==> src/common/stp_pkg.sv <==
// stp_pkg: constants and carrier types for the second tick pulse block
// assumes a 100 MHz reference clock; all counts derive from that rate
package stp_pkg;

   // ---------------------------------------------------------------
   // clock and timing
   // ---------------------------------------------------------------
   localparam int CLK_PERIOD_NS      = 10;
   localparam int PULSE_WIDTH_NS     = 4000;
   localparam int PULSE_CYCLES       = (PULSE_WIDTH_NS + CLK_PERIOD_NS - 1)
                                       / CLK_PERIOD_NS;
   localparam int SECOND_NS          = 1000000000;
   localparam int SECOND_CYCLES_DEF  = SECOND_NS / CLK_PERIOD_NS;
   localparam int QUIET_MS           = 2100;
   localparam int QUIET_CYCLES_DEF   = QUIET_MS * 100000;
   localparam int HEALTH_MS          = 3000;
   localparam int HEALTH_CYCLES_DEF  = HEALTH_MS * 100000;
   localparam int ACCURACY_NS        = 40;
   localparam int SURVEY_MIN         = 30;

   localparam int CNT_W              = 32;
   localparam int PW_W               = 9;
   localparam logic [PW_W-1:0] PW_LAST = PW_W'(PULSE_CYCLES - 1);
   localparam logic [CNT_W-1:0] CNT_ZERO = 32'h0000_0000;

   // ---------------------------------------------------------------
   // serial port protocol selection
   // ---------------------------------------------------------------
   typedef enum logic [0:0] {
      STP_PROTO_BINARY = 1'b0,
      STP_PROTO_NMEA   = 1'b1
   } stp_proto_t;

   // ---------------------------------------------------------------
   // output pulse gating states
   // ---------------------------------------------------------------
   typedef enum logic [1:0] {
      STP_ST_WAIT_FIX    = 2'b00,
      STP_ST_SURVEY      = 2'b01,
      STP_ST_RUN         = 2'b10
   } stp_state_t;

   // time solution from the navigation core
   typedef struct packed {
      logic             valid;
      logic [CNT_W-1:0] phase;
   } stp_solution_t;

   // status from the navigation core
   typedef struct packed {
      logic time_ok;
      logic fix_ok;
      logic survey_done;
   } stp_nav_t;

endpackage : stp_pkg

==> src/hw/stp_second_tick.sv <==
// Contract
// RL1 - one positive pulse per second, four microseconds wide
// RL2 - rising edge lands on the UTC second boundary within 40 ns
// RL3 - consumer times only from the rising edge, ignoring the fall
// RL4 - output stays low until satellite time and position fixes exist
// RL5 - pulses begin as soon as self-survey completes
// RL6 - binary packets both ways; NMEA mode transmits only
// RL7 - health report sent every few seconds, even without satellites
// RL8 - port acts as DCE; terminal hosts wire straight through
// RL9 - commands within about 2.1 s of power-up are discarded
// RL10 - period counter realigned to each new time solution
//
// stp_second_tick: second tick pulse generator and serial port duties
// assumes navigation core status and solutions synchronous to clk
`timescale 1ns/1ps
module stp_second_tick
   import stp_pkg::*;
#(
   parameter int SECOND_CYCLES = SECOND_CYCLES_DEF,
   parameter int QUIET_CYCLES  = QUIET_CYCLES_DEF,
   parameter int HEALTH_CYCLES = HEALTH_CYCLES_DEF
)(
   input  wire logic          clk,
   input  wire logic          resetn,
   input  wire logic          clk_en,
   input  wire stp_nav_t      nav,
   input  wire stp_solution_t solution,
   input  wire stp_proto_t    proto,
   input  wire logic          cmd_valid,
   output logic               cmd_accept,
   output logic               cmd_drop,
   output logic               tx_enable,
   output logic               health_req,
   output logic               second_tick_pulse
);

   // ---------------------------------------------------------------
   // gating state
   // ---------------------------------------------------------------
   stp_state_t       state;
   stp_state_t       next_state;
   logic [CNT_W-1:0] sec_cnt;
   logic [PW_W-1:0]  pw_cnt;
   logic             boundary;

   assign boundary = (sec_cnt == CNT_ZERO);

   always_comb begin
      next_state = state;
      case (state)
         STP_ST_WAIT_FIX: begin
            if (nav.time_ok && nav.fix_ok)                 // [RL4]
               next_state = STP_ST_SURVEY;
         end
         STP_ST_SURVEY: begin
            if (!(nav.time_ok && nav.fix_ok))
               next_state = STP_ST_WAIT_FIX;
            else if (nav.survey_done)                      // [RL5]
               next_state = STP_ST_RUN;
         end
         STP_ST_RUN: begin
            if (!(nav.time_ok && nav.fix_ok))
               next_state = STP_ST_WAIT_FIX;
         end
         default: next_state = STP_ST_WAIT_FIX;
      endcase
   end

   always_ff @(posedge clk or negedge resetn) begin
      if (!resetn)
         state <= STP_ST_WAIT_FIX;
      else if (clk_en)
         state <= next_state;
   end

   // ---------------------------------------------------------------
   // one second counter
   // ---------------------------------------------------------------
   // counts down; zero marks the boundary, a solution reloads phase
   always_ff @(posedge clk or negedge resetn) begin
      if (!resetn)
         sec_cnt <= CNT_ZERO;
      else if (clk_en) begin
         if (solution.valid)                               // [RL10]
            sec_cnt <= solution.phase;
         else if (boundary)
            sec_cnt <= CNT_W'(SECOND_CYCLES - 1);
         else
            sec_cnt <= sec_cnt - 1'b1;
      end
   end

   // ---------------------------------------------------------------
   // pulse shaper
   // ---------------------------------------------------------------
   // rising edge registered at the boundary cycle itself
   always_ff @(posedge clk or negedge resetn) begin
      if (!resetn) begin
         second_tick_pulse <= 1'b0;
         pw_cnt            <= '0;
      end else if (clk_en) begin
         if (state != STP_ST_RUN) begin                    // [RL4]
            second_tick_pulse <= 1'b0;
            pw_cnt            <= '0;
         end else if (boundary && !solution.valid) begin   // [RL2]
            second_tick_pulse <= 1'b1;                     // [RL1]
            pw_cnt            <= '0;
         end else if (second_tick_pulse) begin
            if (pw_cnt == PW_LAST)
               second_tick_pulse <= 1'b0;                  // [RL1]
            else
               pw_cnt <= pw_cnt + 1'b1;
         end
      end
   end

   // ---------------------------------------------------------------
   // serial port duties
   // ---------------------------------------------------------------
   logic [CNT_W-1:0] quiet_cnt;
   logic             quiet_done;
   logic [CNT_W-1:0] health_cnt;

   always_ff @(posedge clk or negedge resetn) begin
      if (!resetn) begin
         quiet_cnt  <= CNT_ZERO;
         quiet_done <= 1'b0;
      end else if (clk_en && !quiet_done) begin
         if (quiet_cnt == CNT_W'(QUIET_CYCLES - 1))        // [RL9]
            quiet_done <= 1'b1;
         else
            quiet_cnt <= quiet_cnt + 1'b1;
      end
   end

   // dce port: host receive pin carries our transmit data
   always_ff @(posedge clk or negedge resetn) begin
      if (!resetn) begin
         cmd_accept <= 1'b0;
         cmd_drop   <= 1'b0;
         tx_enable  <= 1'b0;
      end else if (clk_en) begin
         tx_enable  <= 1'b1;                               // [RL8]
         cmd_accept <= cmd_valid && quiet_done
                       && (proto == STP_PROTO_BINARY);     // [RL6]
         cmd_drop   <= cmd_valid && (!quiet_done
                       || (proto == STP_PROTO_NMEA));      // [RL9] [RL6]
      end
   end

   // health report runs regardless of tracking state
   always_ff @(posedge clk or negedge resetn) begin
      if (!resetn) begin
         health_cnt <= CNT_ZERO;
         health_req <= 1'b0;
      end else if (clk_en) begin
         if (health_cnt == CNT_W'(HEALTH_CYCLES - 1)) begin // [RL7]
            health_cnt <= CNT_ZERO;
            health_req <= 1'b1;
         end else begin
            health_cnt <= health_cnt + 1'b1;
            health_req <= 1'b0;
         end
      end
   end

   // ---------------------------------------------------------------
   // checks
   // ---------------------------------------------------------------
   a_pulse_width_hold: assert property (                    // [RL1]
      @(posedge clk) disable iff (!resetn)
      ($rose(second_tick_pulse) && clk_en && state == STP_ST_RUN
       && !solution.valid) |=> second_tick_pulse)
      else $error("tick pulse dropped after one cycle");

   a_pulse_on_boundary: assert property (                   // [RL2]
      @(posedge clk) disable iff (!resetn)
      $rose(second_tick_pulse) |-> $past(boundary))
      else $error("tick rose away from the second boundary");

   a_idle_until_fix: assert property (                      // [RL4]
      @(posedge clk) disable iff (!resetn)
      ($past(state) != STP_ST_RUN && $past(clk_en))
      |-> !second_tick_pulse)
      else $error("tick present before fix and survey");

   a_survey_release: assert property (                      // [RL5]
      @(posedge clk) disable iff (!resetn)
      (clk_en && state == STP_ST_SURVEY && nav.time_ok && nav.fix_ok
       && nav.survey_done) |=> state == STP_ST_RUN)
      else $error("survey end did not release the tick");

   a_nmea_no_accept: assert property (                      // [RL6]
      @(posedge clk) disable iff (!resetn)
      (clk_en && proto == STP_PROTO_NMEA) |=> !cmd_accept)
      else $error("command accepted in nmea mode");

   a_early_cmd_drop: assert property (                      // [RL9]
      @(posedge clk) disable iff (!resetn)
      (clk_en && cmd_valid && !quiet_done) |=> cmd_drop && !cmd_accept)
      else $error("early command not discarded");

   a_realign_load: assert property (                        // [RL10]
      @(posedge clk) disable iff (!resetn)
      (clk_en && solution.valid) |=> sec_cnt == $past(solution.phase))
      else $error("counter not realigned to solution");

   a_health_single: assert property (                       // [RL7]
      @(posedge clk) disable iff (!resetn)
      (health_req && clk_en) |=> !health_req)
      else $error("health request longer than one cycle");

   // first edge after release still shows the reset value
   a_tx_driven: assert property (                           // [RL8]
      @(posedge clk) disable iff (!resetn)
      ($past(clk_en) && $past(resetn)) |-> tx_enable)
      else $error("transmit line not driven");

   a_width_end: assert property (                           // [RL1]
      @(posedge clk) disable iff (!resetn)
      (clk_en && state == STP_ST_RUN && second_tick_pulse
       && pw_cnt == PW_LAST && !boundary) |=> !second_tick_pulse)
      else $error("tick pulse not ended after its width");

   a_freeze_count: assert property (                        // [RL10]
      @(posedge clk) disable iff (!resetn)
      !clk_en |=> $stable(sec_cnt))
      else $error("second counter moved while frozen");

   a_cmd_exclusive: assert property (                       // [RL6]
      @(posedge clk) disable iff (!resetn)
      !(cmd_accept && cmd_drop))
      else $error("command both accepted and dropped");

endmodule : stp_second_tick

==> config.mk <==
export PLATFORM = sky130hd
export DESIGN_NAME = stp_second_tick
export DESIGN_NICKNAME = d
export VERILOG_FILES = /design/src/common/stp_pkg.sv /design/src/hw/stp_second_tick.sv
export SDC_FILE = /design/constraint.sdc
export NUM_CORES = 1
export LEC_CHECK = 0
export ABC_AREA = 1
export BUFFER_PORTS_ARGS = -buffer_cell sky130_fd_sc_hd__buf_2
export CAP_MARGIN = 20
export CORE_MARGIN = 8
export CORE_UTILIZATION = 57
export CTS_BUF_LIST = sky130_fd_sc_hd__clkbuf_4
export CTS_CLUSTER_SIZE = 16
export DETAILED_ROUTE_END_ITERATION = 10
export PLACE_DENSITY_LB_ADDON = 0.2
export REMOVE_ABC_BUFFERS = 1
export SLEW_MARGIN = 20
export SYNTH_ARGS = -nofsm -noshare
export SYNTH_HDL_FRONTEND = slang
export SYNTH_SLANG_ARGS = --single-unit
==> constraint.sdc <==
create_clock -name clk -period 1.95 [get_ports clk]
set_input_delay 0.39 -clock clk [delete_from_list [all_inputs] [get_ports clk]]
set_output_delay 0.39 -clock clk [all_outputs]
set_load 0.02 [all_outputs]
---- Word-level counts from Yosys, hierarchy flattened ----
Cells that the tools add are included.
word-level totals
  bits in registers ....................... 113
  input port bits ......................... 41
  output and inout port bits .............. 5
  logic and storage cells ................. 60
cells by class
  $add $sub $neg .......................... 4
  eq/ne operators ......................... 10
  mux-type cells .......................... 17
  bitwise logic cells ..................... 2
  reduce and logical (&&, ||, !) cells .... 16
operators by type and width
  kind                   number
  $mux 32                3
  $add 32x1->32 const B  2
  $mux 9                 4
  $eq 32x28->1 const B   1
  $eq 32x29->1 const B   1
  $logic_not 32->1       1
  $sub 32x1->32 const B  1
  $add 9x1->9 const B    1
  $eq 9x9->1 const B     1
  $mux 2                 4
  $logic_and 1x1->1      6
  $ne 2x2->1 const B     3
  $ne 3x3->1 const B     2
  $pmux 2 s3             1
  $mux 1                 5
  $reduce_and 2->1       2
  $reduce_and 4->1       1
  $reduce_and 3->1       1
  $reduce_bool 3->1      1
  $eq 2x1->1 const B     1
  $eq 2x2->1 const B     1
  $logic_not 1->1        2
  $logic_not 2->1        1
  $not 1->1              2
  $logic_or 1x1->1       1

---- Logic depth before layout (Yosys ltp) ----
  depth after elaboration ................. 5
  depth in mapped cells ................... 12
  gate-level depth less buffers ........... 12

---- Worst setup path after synthesis ----
OpenSTA, ideal clock, no wires.
  path type ............................... flip-flop to flip-flop
  from .................................... register sec_cnt[0]
  to ...................................... register pw_cnt[6]
  data arrival time ....................... 1,497 ps
  data required time ...................... 1,831 ps
  setup slack ............................. 334 ps
  cell stages (with the launch flop) ...... 12
  clock period less this slack ............ 1,616 ps
  path through ............................ dfrtp_1 -> inv_1 -> ha_1 -> nand2_2 -> nor2_4 -> nand2_4 -> nor2_8 -> nand2_4 -> nand3_2 -> nand2_4 -> nand2_1 -> nand2_1
on the way
  longest elaborated chain between the ends .. 4
  elaborated cells between the ends (all ways) .. 7
  those cells by class .................... eq/ne: 1; mux: 2; reduce/logical: 4
ends and longest elaborated chain
  what                                                         line                    source
  from (decl)                                                  stp_second_tick.sv:42   logic [CNT_W-1:0] sec_cnt;
  from (signal assigned)                                       stp_second_tick.sv:85   sec_cnt <= solution.phase;
  from (signal assigned)                                       stp_second_tick.sv:87   sec_cnt <= CNT_W'(SECOND_CYCLES - 1);
  from (signal assigned)                                       stp_second_tick.sv:89   sec_cnt <= sec_cnt - 1'b1;
  $logic_not 32->1 (*)                                         stp_second_tick.sv:46   assign boundary = (sec_cnt == CNT_ZERO);
  $logic_and 1x1->1 (*)                                        stp_second_tick.sv:105  end else if (boundary && !solution.valid) begin
  $ne 3x3->1 (no source line), or another cell as far along    n/a
  $reduce_and 3->1 (no source line) or $mux 9 (tied branches)  n/a
  to (signal assigned)                                         stp_second_tick.sv:112  pw_cnt <= pw_cnt + 1'b1;
  to (decl)                                                    stp_second_tick.sv:43   logic [PW_W-1:0] pw_cnt;
Every way passes the cells marked *; elsewhere a longest branch is shown, timed or not.
A chain may end at the register's enable or synchronous reset.

---- Final worst setup path ----
  from .................................... register sec_cnt[18]
  to ...................................... register pw_cnt[6]
Same word-level chain as after synthesis.

==> results_dict.tcl <==
set metrics [dict create \
    outcome "finished clean" \
    tritoncts "yes" \
    hold_class "in -> reg" \
    die_w_um 130 \
    yosysTopAreaCell "dfrtp_1" \
    area_growth_pct 14.1 \
    synth_seq_cells 113 \
    routabilityCongestion 0.945 \
    start_util_pct 58.8 \
    postRouteAntennaNets 0 \
    dr.pass1.iters 5 \
    wl_per_cell_um 13.6 \
    drtIter0Drc 605 \
    clk_pin_slew_ns 0.12 \
    grt_pass1_vias 6903 \
    yosys.area.top_type_share_pct 38.0 \
    clock-sinks 113 \
    finalCriticalPeriod_ns 1.77 \
    path_cells "nor2_1 > nand2_1 > nor2_2 > nand2_2 > nor2_8 > nand2_4 > nand3_2 > nand2_4 > nand2_1 > nand2_1" \
    synth_area_leaders "dfrtp_1 (38%), nand2_1 (18%), nor2_1 (8.4%), xor2_1 (6.2%), inv_1 (5.6%)" \
    vias_per_cell 5.21 \
    dieArea_um2 17000 \
    synth_area_um2 7450 \
    fin_crit_sh_pct 90.9 \
    worstPathMaxFanout 9 \
    dr_total_vias 7113 \
    syn-mean-instance-area_um2 6.80 \
    wirelength_um 18500 \
    crit_path_start "sec_cnt[18]" \
    syn_inst 1095 \
    grt_overflow 0 \
    grt_first_pass_wirelength_um 31600 \
    cp_common_cell "nand2_1" \
    seq_area_frac_synth_pct 38.0 \
    h-tree-depth 4 \
    core_region_area_um2 12700 \
    cp.depth 10 \
    grt_max_degree 67 \
    cp_top_family "simple AND/OR/NAND/NOR gates" \
    port_buffers 45 \
    die_h_um 130 \
    clockBufferDepth 2 \
    synth-main-ff-cell "dfrtp_1" \
    critical_path.endpoint "pw_cnt[6]" \
    clk_latency_ns 0.56 \
    cp-end-kind "register" \
    ff2ff_path_depth 10 \
    drive_above_1_share_pct 14.2 \
    required_ns 2.39 \
    finClkSkew_ns 0.0208 \
    fin_nets 1224 \
    r2r-end "pw_cnt[6]" \
    crit_buf_inv 0 \
    rrSetupSlack_ns 0.18 \
    cts_buffers 17 \
    cts-root-buf "clkbuf_4" \
    hold_ws_ns 0.0722 \
    timing.rr.start "sec_cnt[18]" \
    design.portCount 46 \
    antenna_found_initial 0 \
    p_leak_nw 4.17 \
    power_density_nw_per_um2 660 \
    fin_util_pct 67.1 \
    crit_type "reg -> reg" \
    finalSetupViolations 0 \
    grt_usage_pct 23.2 \
    maxSlewViolCount 0 \
    cp.arrival_ns 2.22 \
    drc_errors 0 \
    synthDistinctLibCells 37 \
    worst_pin_slew_ns 0.624 \
    antenna_cells 0 \
    synth_warnings 0 \
    max_freq_mhz 564 \
    synth_edf_count 0 \
    hpwlAfterDp_um 13300 \
    ys_async_sr_fraction_pct 100 \
    critPathMaxStageDelay_ns 0.46 \
    slowest_stage "dfrtp_1" \
    rows 41 \
    maxCapViolations 0 \
    hold_violations 0 \
    ir_drop_mv 0.878 \
    startpoint_type "register" \
    relSlewSlack_pct 58.4 \
]
## placed cells by master (no fill, tap or decap), types with 13 or more instances in the layout
cell	netlist	final
xnor2_1	15	15
nor3_1	37	37
xor2_1	53	53
nand4_1	33	33
buf_2	6	44
nor2_1	166	163
clkbuf_4	0	17
inv_1	112	111
nor2_2	12	13
dfrtp_1	113	113
buf_4	1	41
nand2_1	354	353
nand3_1	55	55
o21ai_0	32	32
a21oi_1	36	36
## cells by family (layout without fill, tap and decap cells)
logic type | count (synthesis) | count (layout) | synth area share (%)
compound gates | 80 | 80 | 5.66
simple gates | 690 | 691 | 40.2
buf+inv | 140 | 236 | 7.51
xor+xnor | 68 | 68 | 8.00
fa+ha+maj | 4 | 4 | 0.672
flops | 113 | 113 | 38.0
## Yosys cell counts (6+ instances only)
master and instances:
o21ai_0 32, clkbuf_1 10, buf_2 6, xnor2_1 15, xor2_1 53, nor2_4 6
inv_1 112, a21oi_1 36, dfrtp_1 113, nor2_1 166, nand3_1 55, nor2_2 12
nand2_1 354, nor3_1 37, nand4_1 33
## layout make-up
type | instances | area, um^2
repair buffers | 88 | 578
clock inverters | 15 | 205
multi-input cells | 843 | 4110
fillers | 1148 | 4170
well taps | 172 | 215
flip-flops and latches | 113 | 2830
inverters | 116 | 435
clock buffers | 17 | 128
## power by group
| group | leakage (nW) | total [mW] | switching (mW) | internal, mW |
|---|---|---|---|---|
| clock | 0.171 | 2.05 | 1.02 | 1.03 |
| sequential | 1.42 | 2.74 | 0.218 | 2.52 |
| combinational | 2.58 | 0.822 | 0.510 | 0.312 |
## how the worst min path moves through the flow
stage	slack [ns]	to	cells after the start	from
floorplan	0.09	cmd_accept	0	resetn
CTS	0.03	cmd_accept	2	proto
detailed placement	0.24	quiet_cnt[9]	1	resetn
global placement	0.23	quiet_cnt[9]	1	resetn
finish	0.07	cmd_accept	2	proto
global route	0.03	cmd_accept	2	proto
## repair_timing
item / in CTS / in global routing
hold buffers: 1 / 0
hold endpoints to repair: 113 / 0
resized for setup: 0 / 9
endpoints found under the setup margin: 0 / 55
buffers inserted: 0 / 4
## stage by stage
step	area (um^2)	TNS [ns]	power [mW]	instances	worst slack, ns
2_1_floorplan	7320	-8.20	3.28	1071	-0.260
3_3_place_gp	8080	-5.90	3.56	1326	-0.196
3_5_place_dp	8080	0	3.59	1326	0.0584
4_1_cts	8430	0	5.64	1359	0.0350
5_1_grt	8500	-0.0160	5.92	1364	-0.00895
6_report	8500	0	5.61	1364	0.177
## sequential cells by signal, indices dropped and copies added, names as in the netlist
signal,cells
health_cnt,32
quiet_cnt,32
sec_cnt,32
pw_cnt,9
state,2
cmd_accept,1
cmd_drop,1
health_req,1
quiet_done,1
second_tick_pulse,1
tx_enable,1
## metal layers
layer	global-route usage [%]	share of wire (%)
met1	30.2	46
met2	37.4	46
met3	5.06	6.3
met4	8.20	1.9
met5	0	0
(Power assumes the default switching activity.)
